==> src/fms_pkg.sv <==
// Package of constants and carrier types for the mode select and supervision block
package fms_pkg;

	// ------------------------------------------------------------
	// Register map (word-indexed byte addresses)
	// ------------------------------------------------------------
	localparam logic [7:0] ADDR_CTRL      = 8'h00;
	localparam logic [7:0] ADDR_ROT_SEL   = 8'h04;
	localparam logic [7:0] ADDR_ISMAX     = 8'h08;
	localparam logic [7:0] ADDR_STATUS    = 8'h0c;
	localparam logic [7:0] ADDR_TSCLK     = 8'h10;
	localparam logic [7:0] ADDR_OVI_LIMIT = 8'h14;
	localparam logic [7:0] ADDR_CONFIG    = 8'h18;

	// ------------------------------------------------------------
	// Control register field positions
	// ------------------------------------------------------------
	localparam int CTRL_MODTYPE_REQ = 0;
	localparam int CTRL_THREE_PHASE = 1;
	localparam int CTRL_SPEED_TO_TORQUE = 2;
	localparam int CTRL_MANROT_TO_SPEED = 3;
	localparam int CTRL_FBK_ANGDEF  = 4;
	localparam int CTRL_OBS_RESET   = 5;
	localparam int CTRL_OBS_VSACT   = 6;
	localparam int CTRL_OVI_CLEAR   = 7;
	localparam logic [7:0] CTRL_RESET = 8'h00;

	// Status register field positions
	localparam int STAT_MODTYPE  = 0;
	localparam int STAT_ISOVER   = 1;
	localparam int STAT_OVI_LO   = 2;
	localparam int STAT_FWDIR    = 6;
	localparam int STAT_MOVING   = 7;
	localparam int STAT_MODE_LO  = 8;

	// ------------------------------------------------------------
	// Build-time configuration defaults
	// ------------------------------------------------------------
	localparam logic [11:0] IN_ENABLE_MAP_DEF = 12'h083;
	localparam logic [11:0] IN_INVERT_MAP_DEF = 12'h000;
	localparam logic [1:0]  NPHS_DEF          = 2'h3;
	localparam logic [1:0]  EXC_POL_DEF       = 2'h0;
	localparam logic [1:0]  ANG_LUT_DEF       = 2'h0;
	localparam logic [1:0]  MANROT_DEF        = 2'h2;
	localparam logic [3:0]  OVF_CLIM_DEF      = 4'h1;
	localparam int          IPHS_CHANNELS     = 3;

	// Modulator type encoding
	typedef enum logic {
		MOD_PWM  = 1'b0,
		MOD_RPFM = 1'b1
	} fms_mod_type;

	// Control mode, one-hot
	typedef enum logic [2:0] {
		MODE_TORQUE  = 3'b001,
		MODE_SPD_DIR = 3'b010,
		MODE_SPD_MRT = 3'b100
	} fms_mode_type;

	// Rotor angle source selector codes
	localparam logic [3:0] ROT_ENCODER  = 4'h0;
	localparam logic [3:0] ROT_HALL     = 4'h1;
	localparam logic [3:0] ROT_RESOLV0  = 4'h2;
	localparam logic [3:0] ROT_RESOLV1  = 4'h3;
	localparam logic [3:0] ROT_OBSERVER = 4'h4;
	localparam logic [3:0] ROT_MANROT   = 4'h5;
	localparam logic [3:0] ROT_EXT0     = 4'h6;
	localparam logic [3:0] ROT_EXT1     = 4'h7;

	// Angle sources travelling together
	typedef struct packed {
		logic [31:0] encoder;
		logic [31:0] hall;
		logic [31:0] resolv0;
		logic [31:0] resolv1;
		logic [31:0] observer;
		logic [31:0] manrot;
		logic [31:0] ext0;
		logic [31:0] ext1;
	} fms_angles_type;

	// Modulator coil drive patterns
	typedef struct packed {
		logic [5:0] pwm;
		logic [5:0] pfm;
	} fms_coil_type;

endpackage

==> src/fms_top.sv <==
// Modulator select, overcurrent supervision, mode and angle selection
`timescale 1ns/10ps
module fms_top #(
	parameter logic [3:0]  overcurrent_consecutive_limit = fms_pkg::OVF_CLIM_DEF,
	parameter logic [11:0] input_channel_enable_map = fms_pkg::IN_ENABLE_MAP_DEF,
	parameter logic [11:0] input_channel_invert_map = fms_pkg::IN_INVERT_MAP_DEF,
	parameter logic [1:0]  transform_input_phase_count = fms_pkg::NPHS_DEF,
	parameter logic [1:0]  exciter_polarity_param    = fms_pkg::EXC_POL_DEF,
	parameter logic [1:0]  angle_table_size_param    = fms_pkg::ANG_LUT_DEF,
	parameter logic [1:0]  manrot_option_param       = fms_pkg::MANROT_DEF,
	parameter bit          phase_overcurrent_enable  = 1'b1,
	parameter bit          link_overcurrent_enable   = 1'b1
) (
	input  wire logic                   core_clk,
	input  wire logic                   rst_b,
	input  wire logic [7:0]             reg_addr,
	input  wire logic [31:0]            reg_wdata,
	input  wire logic                   reg_wr,
	input  wire logic                   reg_rd,
	output logic [31:0]                 reg_rdata,
	input  wire logic                   cycle_sync,
	input  wire logic [16:0]            is_modulus,
	input  wire logic [16:0]            iphs_a_mag,
	input  wire logic [16:0]            iphs_b_mag,
	input  wire logic [16:0]            iphs_c_mag,
	input  wire logic [16:0]            ibus_mag,
	input  wire fms_pkg::fms_coil_type  coil_in,
	input  wire fms_pkg::fms_angles_type angles_in,
	input  wire logic [31:0]            preset_angle,
	input  wire logic                   eval_fwdir,
	input  wire logic                   eval_moving,
	input  wire logic [31:0]            position_in,
	output logic [5:0]                  coil_drive,
	output logic                        modtype_ack,
	output logic                        ismodover,
	output logic [3:0]                  ovi_flags,
	output logic [2:0]                  ctrl_mode,
	output logic [31:0]                 rot_angle,
	output logic [31:0]                 fbk_angle,
	output logic [11:0]                 tsclocks,
	output logic                        spd_fwdir,
	output logic                        spd_moving,
	output logic                        obs_reset,
	output logic                        obs_use_measured,
	output logic [31:0]                 pos_position
);

	// ------------------------------------------------------------
	// Decoding helpers
	// ------------------------------------------------------------

	// Frequency modulation only legal on a three-phase motor
	function automatic logic mod_ack(input logic req, input logic three);
		mod_ack = req & three;
	endfunction

	// Mode matrix: speed-to-torque low wins over the other bit
	function automatic fms_pkg::fms_mode_type mode_dec(input logic s2t,
		input logic m2s);
		if (!s2t) begin
			mode_dec = fms_pkg::MODE_TORQUE;
		end else if (!m2s) begin
			mode_dec = fms_pkg::MODE_SPD_DIR;
		end else begin
			mode_dec = fms_pkg::MODE_SPD_MRT;
		end
	endfunction

	// ------------------------------------------------------------
	// Registers
	// ------------------------------------------------------------
	logic [7:0]  ctrl_reg;
	logic [3:0]  rot_sel_reg;
	logic [16:0] ismax_reg;
	logic [16:0] iphs_limit_reg;
	logic [16:0] ibus_limit_reg;
	logic [3:0]  ovf_cnt_reg;
	logic [11:0] ts_cnt_reg;
	logic [31:0] rot_next;
	logic [3:0]  ovi_hit;
	logic        ack_next;

	assign ack_next = mod_ack(ctrl_reg[fms_pkg::CTRL_MODTYPE_REQ],
		ctrl_reg[fms_pkg::CTRL_THREE_PHASE]);

	// Host writes; overcurrent clear bit is a self-clearing strobe
	always_ff @(posedge core_clk or negedge rst_b) begin
		if (!rst_b) begin
			ctrl_reg       <= fms_pkg::CTRL_RESET;
			rot_sel_reg    <= 4'h0;
			ismax_reg      <= 17'h1ffff;
			iphs_limit_reg <= 17'h1ffff;
			ibus_limit_reg <= 17'h1ffff;
		end else begin
			ctrl_reg[fms_pkg::CTRL_OVI_CLEAR] <= 1'b0;
			if (reg_wr) begin
				case (reg_addr)
					fms_pkg::ADDR_CTRL: begin
						ctrl_reg <= reg_wdata[7:0];
					end
					fms_pkg::ADDR_ROT_SEL: begin
						rot_sel_reg <= reg_wdata[3:0];
					end
					fms_pkg::ADDR_ISMAX: begin
						ismax_reg <= reg_wdata[16:0];
					end
					fms_pkg::ADDR_OVI_LIMIT: begin
						iphs_limit_reg <= reg_wdata[16:0];
					end
					fms_pkg::ADDR_CONFIG: begin
						ibus_limit_reg <= reg_wdata[16:0];
					end
					default: begin
					end
				endcase
			end
		end
	end

	// ------------------------------------------------------------
	// Modulator selection and coil drive
	// ------------------------------------------------------------
	always_ff @(posedge core_clk or negedge rst_b) begin
		if (!rst_b) begin
			modtype_ack <= fms_pkg::MOD_PWM;
			coil_drive  <= 6'h00;
		end else begin
			modtype_ack <= ack_next;
			coil_drive  <= ack_next ? coil_in.pfm : coil_in.pwm;
		end
	end

	// ------------------------------------------------------------
	// Current magnitude overflow, judged once per control cycle
	// ------------------------------------------------------------
	always_ff @(posedge core_clk or negedge rst_b) begin
		if (!rst_b) begin
			ovf_cnt_reg <= 4'h0;
			ismodover   <= 1'b0;
		end else if (cycle_sync) begin
			if (is_modulus > ismax_reg) begin
				if (ovf_cnt_reg < overcurrent_consecutive_limit) begin
					ovf_cnt_reg <= ovf_cnt_reg + 4'h1;
				end
				// Flag follows the count, so it drops on a good cycle;
				// one extra bit keeps a limit of 15 from wrapping to zero
				ismodover <= ({1'b0, ovf_cnt_reg} + 5'h01 >=
					{1'b0, overcurrent_consecutive_limit});
			end else begin
				ovf_cnt_reg <= 4'h0;
				ismodover   <= 1'b0;
			end
		end
	end

	// ------------------------------------------------------------
	// Per-channel overcurrent, sticky until host clear
	// ------------------------------------------------------------
	genvar g;
	generate
		for (g = 0; g < fms_pkg::IPHS_CHANNELS; g++) begin : g_phs
			logic [16:0] mag;
			assign mag = (g == 0) ? iphs_a_mag :
				(g == 1) ? iphs_b_mag : iphs_c_mag;
			assign ovi_hit[g] = phase_overcurrent_enable &&
				(mag > iphs_limit_reg);
		end
	endgenerate
	assign ovi_hit[3] = link_overcurrent_enable &&
		(ibus_mag > ibus_limit_reg);

	// A hit in the clear cycle survives: set wins over clear
	always_ff @(posedge core_clk or negedge rst_b) begin
		if (!rst_b) begin
			ovi_flags <= 4'h0;
		end else begin
			ovi_flags <= ovi_hit |
				(ctrl_reg[fms_pkg::CTRL_OVI_CLEAR] ? 4'h0 : ovi_flags);
		end
	end

	// ------------------------------------------------------------
	// Control mode and rotor angle selection
	// ------------------------------------------------------------
	always_comb begin
		case (rot_sel_reg)
			fms_pkg::ROT_ENCODER:  rot_next = angles_in.encoder;
			fms_pkg::ROT_HALL:     rot_next = angles_in.hall;
			fms_pkg::ROT_RESOLV0:  rot_next = angles_in.resolv0;
			fms_pkg::ROT_RESOLV1:  rot_next = angles_in.resolv1;
			fms_pkg::ROT_OBSERVER: rot_next = angles_in.observer;
			fms_pkg::ROT_MANROT:   rot_next = angles_in.manrot;
			fms_pkg::ROT_EXT0:     rot_next = angles_in.ext0;
			fms_pkg::ROT_EXT1:     rot_next = angles_in.ext1;
			default:               rot_next = 32'h0000_0000;
		endcase
	end

	always_ff @(posedge core_clk or negedge rst_b) begin
		if (!rst_b) begin
			ctrl_mode <= fms_pkg::MODE_TORQUE;
			rot_angle <= 32'h0000_0000;
			fbk_angle <= 32'h0000_0000;
		end else begin
			ctrl_mode <= mode_dec(ctrl_reg[fms_pkg::CTRL_SPEED_TO_TORQUE],
				ctrl_reg[fms_pkg::CTRL_MANROT_TO_SPEED]);
			rot_angle <= rot_next;
			fbk_angle <= ctrl_reg[fms_pkg::CTRL_FBK_ANGDEF] ?
				rot_next : preset_angle;
		end
	end

	// ------------------------------------------------------------
	// Cycle time: clocks between successive cycle strobes
	// ------------------------------------------------------------
	always_ff @(posedge core_clk or negedge rst_b) begin
		if (!rst_b) begin
			ts_cnt_reg <= 12'h000;
			tsclocks   <= 12'h000;
		end else if (cycle_sync) begin
			// A stalled cycle reads full scale, never a small wrapped value
			tsclocks   <= (ts_cnt_reg == 12'hfff) ? 12'hfff :
				ts_cnt_reg + 12'h001;
			ts_cnt_reg <= 12'h000;
		end else if (ts_cnt_reg != 12'hfff) begin
			// Saturate rather than wrap on a stalled cycle
			ts_cnt_reg <= ts_cnt_reg + 12'h001;
		end
	end

	// ------------------------------------------------------------
	// Observer controls, speed flags and position
	// ------------------------------------------------------------
	always_ff @(posedge core_clk or negedge rst_b) begin
		if (!rst_b) begin
			obs_reset        <= 1'b1;
			obs_use_measured <= 1'b0;
			spd_fwdir        <= 1'b0;
			spd_moving       <= 1'b0;
			pos_position     <= 32'h0000_0000;
		end else begin
			obs_reset        <= ctrl_reg[fms_pkg::CTRL_OBS_RESET];
			obs_use_measured <= ctrl_reg[fms_pkg::CTRL_OBS_VSACT];
			spd_fwdir        <= eval_fwdir;
			spd_moving       <= eval_moving;
			pos_position     <= position_in;
		end
	end

	// ------------------------------------------------------------
	// Read port: data in the cycle after the strobe
	// ------------------------------------------------------------
	always_ff @(posedge core_clk or negedge rst_b) begin
		if (!rst_b) begin
			reg_rdata <= 32'h0000_0000;
		end else if (reg_rd) begin
			case (reg_addr)
				fms_pkg::ADDR_CTRL:    reg_rdata <= {24'h000000, ctrl_reg};
				fms_pkg::ADDR_ROT_SEL: reg_rdata <= {28'h0000000, rot_sel_reg};
				fms_pkg::ADDR_ISMAX:   reg_rdata <= {15'h0000, ismax_reg};
				fms_pkg::ADDR_STATUS:  reg_rdata <= {21'h000000, ctrl_mode,
					spd_moving, spd_fwdir, ovi_flags, ismodover, modtype_ack};
				fms_pkg::ADDR_TSCLK:   reg_rdata <= {20'h00000, tsclocks};
				fms_pkg::ADDR_OVI_LIMIT: reg_rdata <= {15'h0000, iphs_limit_reg};
				// Build options readable
				fms_pkg::ADDR_CONFIG:  reg_rdata <= {
					input_channel_invert_map, input_channel_enable_map,
					manrot_option_param, angle_table_size_param,
					exciter_polarity_param, transform_input_phase_count};
				default:               reg_rdata <= 32'h0000_0000;
			endcase
		end else begin
			reg_rdata <= 32'h0000_0000;
		end
	end

endmodule

==> config.mk <==
export PLATFORM = sky130hd
export DESIGN_NAME = fms_top
export DESIGN_NICKNAME = d
export VERILOG_FILES = /design/src/fms_pkg.sv /design/src/fms_top.sv
export SDC_FILE = /design/constraint.sdc
export NUM_CORES = 1
export LEC_CHECK = 0
export BUFFER_PORTS_ARGS = -buffer_cell sky130_fd_sc_hd__buf_2
export CAP_MARGIN = 20
export CORE_AREA = 10 10 233 235
export DETAILED_ROUTE_END_ITERATION = 12
export DIE_AREA = 0 0 243 245
export HOLD_SLACK_MARGIN = 0.12
export PLACE_DENSITY = 0.56
export SYNTH_ARGS = -nofsm -noshare
export SYNTH_HDL_FRONTEND = slang
export SYNTH_SLANG_ARGS = --single-unit
==> constraint.sdc <==
create_clock -name core_clk -period 4 [get_ports core_clk]
set_input_delay 0.8 -clock core_clk [delete_from_list [all_inputs] [get_ports core_clk]]
set_output_delay 0.8 -clock core_clk [all_outputs]
set_load 0.03 [all_outputs]
* Word-level counts from Yosys, hierarchy flattened
Cells that the tools add are included.
** Storage, ports and cells
- Register bits :: 238
- Word-level logic and storage cells :: 75
- Output and inout port bits :: 159
- Bits of input ports :: 464
** Operators by class
- Bitwise operators :: 2
- Eq/ne operators :: 16
- Muxes and demuxes :: 16
- Order comparisons :: 7
- Add/sub/neg operators :: 3
- Reduce and logical (&&, ||, !) cells :: 9
** Operator list (number)
- 32-bit case mux with 8 select lines :: 1
- 17-bit case mux with 7 select lines :: 1
- 17-bit greater-than comparator :: 5
- 32-bit two-way mux :: 2
- 12-bit two-way mux :: 3
- 8-bit by 5-bit equality test with 1-bit output (second input constant) :: 3
- 4-bit by 3-bit equality test with 1-bit output (second input constant) :: 4
- 8-bit by 4-bit equality test with 1-bit output (second input constant) :: 2
- 8-bit two-way mux :: 2
- 12-bit by 1-bit adder with 12-bit output (second input constant) :: 1
- 12-bit equality test (second input constant) :: 1
- 4-bit two-way mux :: 3
- 12-bit inequality test (second input constant) :: 1
- 2-bit AND reduction :: 6
- 4-bit by 2-bit equality test with 1-bit output (second input constant) :: 2
- 8-bit by 3-bit equality test with 1-bit output (second input constant) :: 1
- 8-bit logical NOT :: 1
- 3-bit two-way mux :: 2
- 6-bit two-way mux :: 1
- 4-bit by 1-bit adder with 5-bit output (second input constant) :: 1
- 5-bit by 1-bit >= comparator with 1-bit output (second input constant) :: 1
- 4-bit by 1-bit adder with 4-bit output (second input constant) :: 1
- 4-bit by 1-bit equality test with 1-bit output (second input constant) :: 1
- 4-bit logical NOT :: 1
- other kinds (6) :: 6

* Depth between registers and ports, before layout
- Depth after elaboration :: 3
- Mapped depth :: 8
- Mapped depth without buffers :: 7

* Least setup slack after synthesis
Ideal clock, no wire load.
- Kind :: input -> register
- From :: in is_modulus[15]
- To :: reg ovf_cnt_reg[1]
- Library setup time :: 0.155 ns
- Buffers on the path :: 0
- Stages :: 6
- Arrival time :: 2.142 ns
- Path slack :: 1.703 ns
- Path through :: ha_1 -> nand4_1 -> nor3_1 -> a22o_1 -> o41ai_1 -> o22ai_1
** On the way
- Cells in the longest elaborated chain, start to end :: 3
- Elaborated cells on any way between the ends :: 4
- Classes of those cells :: 1 x order compare; 1 x eq/ne; 1 x mux; 1 x reduce/logical
** Ends and longest elaborated chain
- start, declared :: line fms_top.sv:22 : input wire logic [16:0] is_modulus,
- 17-bit greater-than comparator (*) :: line fms_top.sv:141 : if (is_modulus > ismax_reg) begin
- 2-bit by 1-bit inequality test with 1-bit output (no line)
- 2-bit AND reduction (no line)
- end signal, assigned :: line fms_top.sv:143 : ovf_cnt_reg <= ovf_cnt_reg + 4'h1;
- end, declared :: line fms_top.sv:77 : logic [3:0] ovf_cnt_reg;
Mark *: on every way between the ends. The rest lies on a longest branch, timed or not.
A chain may end at the register's enable or synchronous reset.

* Worst setup path in the final report
- From :: reg rot_sel_reg[2]
- To :: reg fbk_angle[15]
** On the way
- Cells in the longest elaborated chain, start to end :: 3
- Elaborated cells on any way between the ends :: 10
- Classes of those cells :: 7 x eq/ne; 2 x mux; 1 x reduce/logical
** Ends and longest elaborated chain
- start, declared :: line fms_top.sv:73 : logic [3:0] rot_sel_reg;
- start signal, assigned :: line fms_top.sv:102 : rot_sel_reg <= reg_wdata[3:0];
- 4-bit by 3-bit equality test with 1-bit output, or another cell as far along :: line fms_top.sv:186 : case (rot_sel_reg)
- 32-bit case mux with 8 select lines (*) :: line fms_top.sv:186
- named net rot_next[15] :: line fms_top.sv:79 : logic [31:0] rot_next;
- 32-bit two-way mux (*) :: line fms_top.sv:208 : fbk_angle <= ctrl_reg[fms_pkg::CTRL_FBK_ANGDEF] ?
- end signal, assigned :: line fms_top.sv:208
- end, declared :: line fms_top.sv:39 : output logic [31:0] fbk_angle,
Mark *: on every way through the listed nets, which the timed path passes. The rest lies on a longest branch.

==> flow_summary.toml <==
[run_status]
status = "completed"

[logic_synthesis]
synth-compound-area-share_pct = 14.9
netlist_top_cells_count = "dfrtp_1 (170), mux2_2 (116), ha_1 (89), inv_1 (68), a22oi_1 (64)"
syn_inst = 1074
syn_avg_cell_area_um2 = 11.2
syn_area_mm2 = 0.0120
synth_top_family_by_area = "compound AO/OA/AOI/OAI gates"
synth_seq_area_share_pct = 46.9
synth-edff-count = 0
synth_top_area_share_pct = 35.3
ys_ff_latch = 223
synth_top_area_cell = "dfrtp_1"
synth-xor-area-share_pct = 0.654
netlist_top_cells_area = "dfrtp_1 (35%), dfstp_2 (12%), mux2_2 (11%), ha_1 (9.2%), a22oi_1 (4.0%)"
synth.distinct_cells = 66
synth.most_common_cell = "dfrtp_1"
ys.flop_type = "dfrtp_1"
synthAdderAreaFrac_pct = 9.24
async_reset_ff_share_pct = 100
synthSimpleGateAreaFrac_pct = 10.1
synthMuxAreaShare_pct = 12.9
synth_warnings = 0

[timing]
slew_headroom_pct = 32.0
period_needed_ps = 2730
period_share_pct = 68.2
skew_ps = 20.1
setup_viol = 0
tns_ps = 0
whs_ps = 189
fmax_ghz = 0.366
tightestPinTransition_ps = 1020
slew_viol_final = 0
hold_viol = 0
rsz0062_at_grt = "no"

[global_routing]
grtUsageTotal_pct = 20.5
met2_usage_pct = 37.4
grt_use_met1_pct = 22.8
grt_max_degree = 89
grt_pass1_vias = 12300
busiest_layer = "met2"
met3_usage_pct = 4.42
antenna_found_initial = 22
grt.overflow.total = 0
grt_pass1_wl_mm = 90.1

[cts]
clk_pin_slew_worst_paths_ps = 60
tritoncts = "yes"
clock_latency_ps = 560
ctsHoldBuffers = 0
clockRootBuffer = "clkbuf_16"
cts-resized-gates = 0
clk_path_buf_depth = 3
cts_buffers = 27
post_cts_buffers = 0
cts_max_level = 1
cts_sinks = 223

[finish]
postLayoutCoreUtil_pct = 33.7
area_delta_synth_final_pct = 38.9
fin_cells = 2370
layout.nets = 2217
top_regs = "fbk_angle x32, pos_position x32, rot_angle x32"
post_route_cells_drive_above_1_share_pct = 51.0

[routing]
wl_per_cell_um = 27.2
drtPass1Iterations = 6
ant_nets = 0
wl_mm = 64.5
drc = 0
drt-initial-drc-count = 790
vias_per_cell = 4.82
routed-via-count = 11400

[die]
die_area_mm2 = 0.0595
core_area_mm2 = 0.0497
start_util_pct = 24.3
die_y_um = 245
ios = 623
fp.dieW_um = 243
rows = 82

[critical_path]
critPathArrivalTime_ps = 3160
worstPathMaxFanout = 22
path_class = "reg2reg"
worstSetupEndpointType = "register"
required_ps = 4430
start_kind = "register"

[placed_design]
gp_congestion = 1.00
place_inst = 2307
place_hpwl_mm = 53.8
portBuffers = 592

[power_and_ir_drop]
vdd_drop_max_mv = 0.265
p_per_area_mw_per_mm2 = 388
p_leak_nw = 7.86

[flow_run]
maxCapViolations = 0

[hold_path]
hold_path_class = "in2async"
[kinds of logic (layout without fill, tap and decap cells)]
logic type / Yosys count / count (layout)
buffers and inverters: 133 / 730
and+or+nand+nor: 235 / 235
adders and majority gates: 89 / 89
other: 1 / 28
muxes: 134 / 134
AOI/OAI and AO/OA: 250 / 250
DFF: 223 / 223
xor gates and xnor gates: 9 / 9
[critical path: stages, from the launching register on]
cell and delay (ps):
dfrtp_2 760, buf_4 390, nor4_2 140, buf_4 280, a222oi_1 380, nand3_1 290, mux2_2 340
[final timing paths]
kind | slack [ps] | endpoint | from | cells after the start
max in group asynchronous | 2900 | fbk_angle[15] | rst_b | 2
min in group core_clk | 350 | pos_position[30] | position_in[30] | 1
max reg2reg | 1270 | fbk_angle[15] | rot_sel_reg[2] | 6
min reg2reg | 410 | obs_reset | ctrl_reg[5] | 0
max | 1270 | fbk_angle[15] | rot_sel_reg[2] | 6
min | 190 | tsclocks[11] | rst_b | 1
[layout make-up]
| type | instances | area [um2] |
|---|---|---|
| clock buffers | 33 | 769 |
| well taps | 672 | 841 |
| clock inverters | 17 | 189 |
| repair buffers | 611 | 3140 |
| multi-input cells | 732 | 5850 |
| inverters | 69 | 259 |
| flip-flops and latches | 223 | 5650 |
| fillers | 5224 | 32900 |
| diodes | 13 | 32.5 |
[layer usage]
metal / wire [um] / share of wire [%]
met1: 24300 / 38
met2: 33500 / 52
met3: 4010 / 6.2
met4: 2580 / 4.0
met5: 52 / 0.081
[layout by cell type (no fill, tap or decap), types with 4 or more instances in the layout]
master,Yosys,final
conb_1,1,15
a22oi_1,64,64
dfstp_2,53,53
nor2b_1,15,15
nor2_2,4,4
a21o_1,21,21
mux2_2,116,116
dfrtp_1,170,166
a221oi_1,4,4
xnor2_1,8,8
clkbuf_8,0,5
buf_2,21,591
o21ai_0,14,14
nor3_1,13,12
mux4_2,5,5
nor4_1,6,5
a222oi_1,21,21
mux2i_1,13,13
o221ai_1,4,4
a22o_1,13,13
nand2b_1,4,4
o211ai_1,8,8
inv_1,68,68
a31oi_1,9,9
nand2_1,43,43
clkinv_2,0,6
buf_4,19,17
diode_2,0,13
a32oi_1,11,11
nand4_1,20,20
nand3_1,32,32
ha_1,89,89
and2_1,4,4
dfrtp_2,0,4
nor2_1,60,60
clkbuf_16,0,28
and3_1,10,10
a21oi_1,57,57
[where the power goes]
part | internal (mW) | switching, mW
clock | 1.57 | 1.06
sequential | 2.42 | 0.110
combinational | 0.504 | 0.818
[per-stage QoR]
stage          setup slack [ps]  area (um2)  power (mW)
6_report                   1270       16700        6.49
5_1_grt                    1060       16700        6.77
4_1_cts                    1150       16700        6.57
3_5_place_dp               1160       15700        3.89
3_3_place_gp               1160       15700        3.86
2_1_floorplan              1700       12100        3.23
No activity file was read; power rests on OpenSTA's default activity.
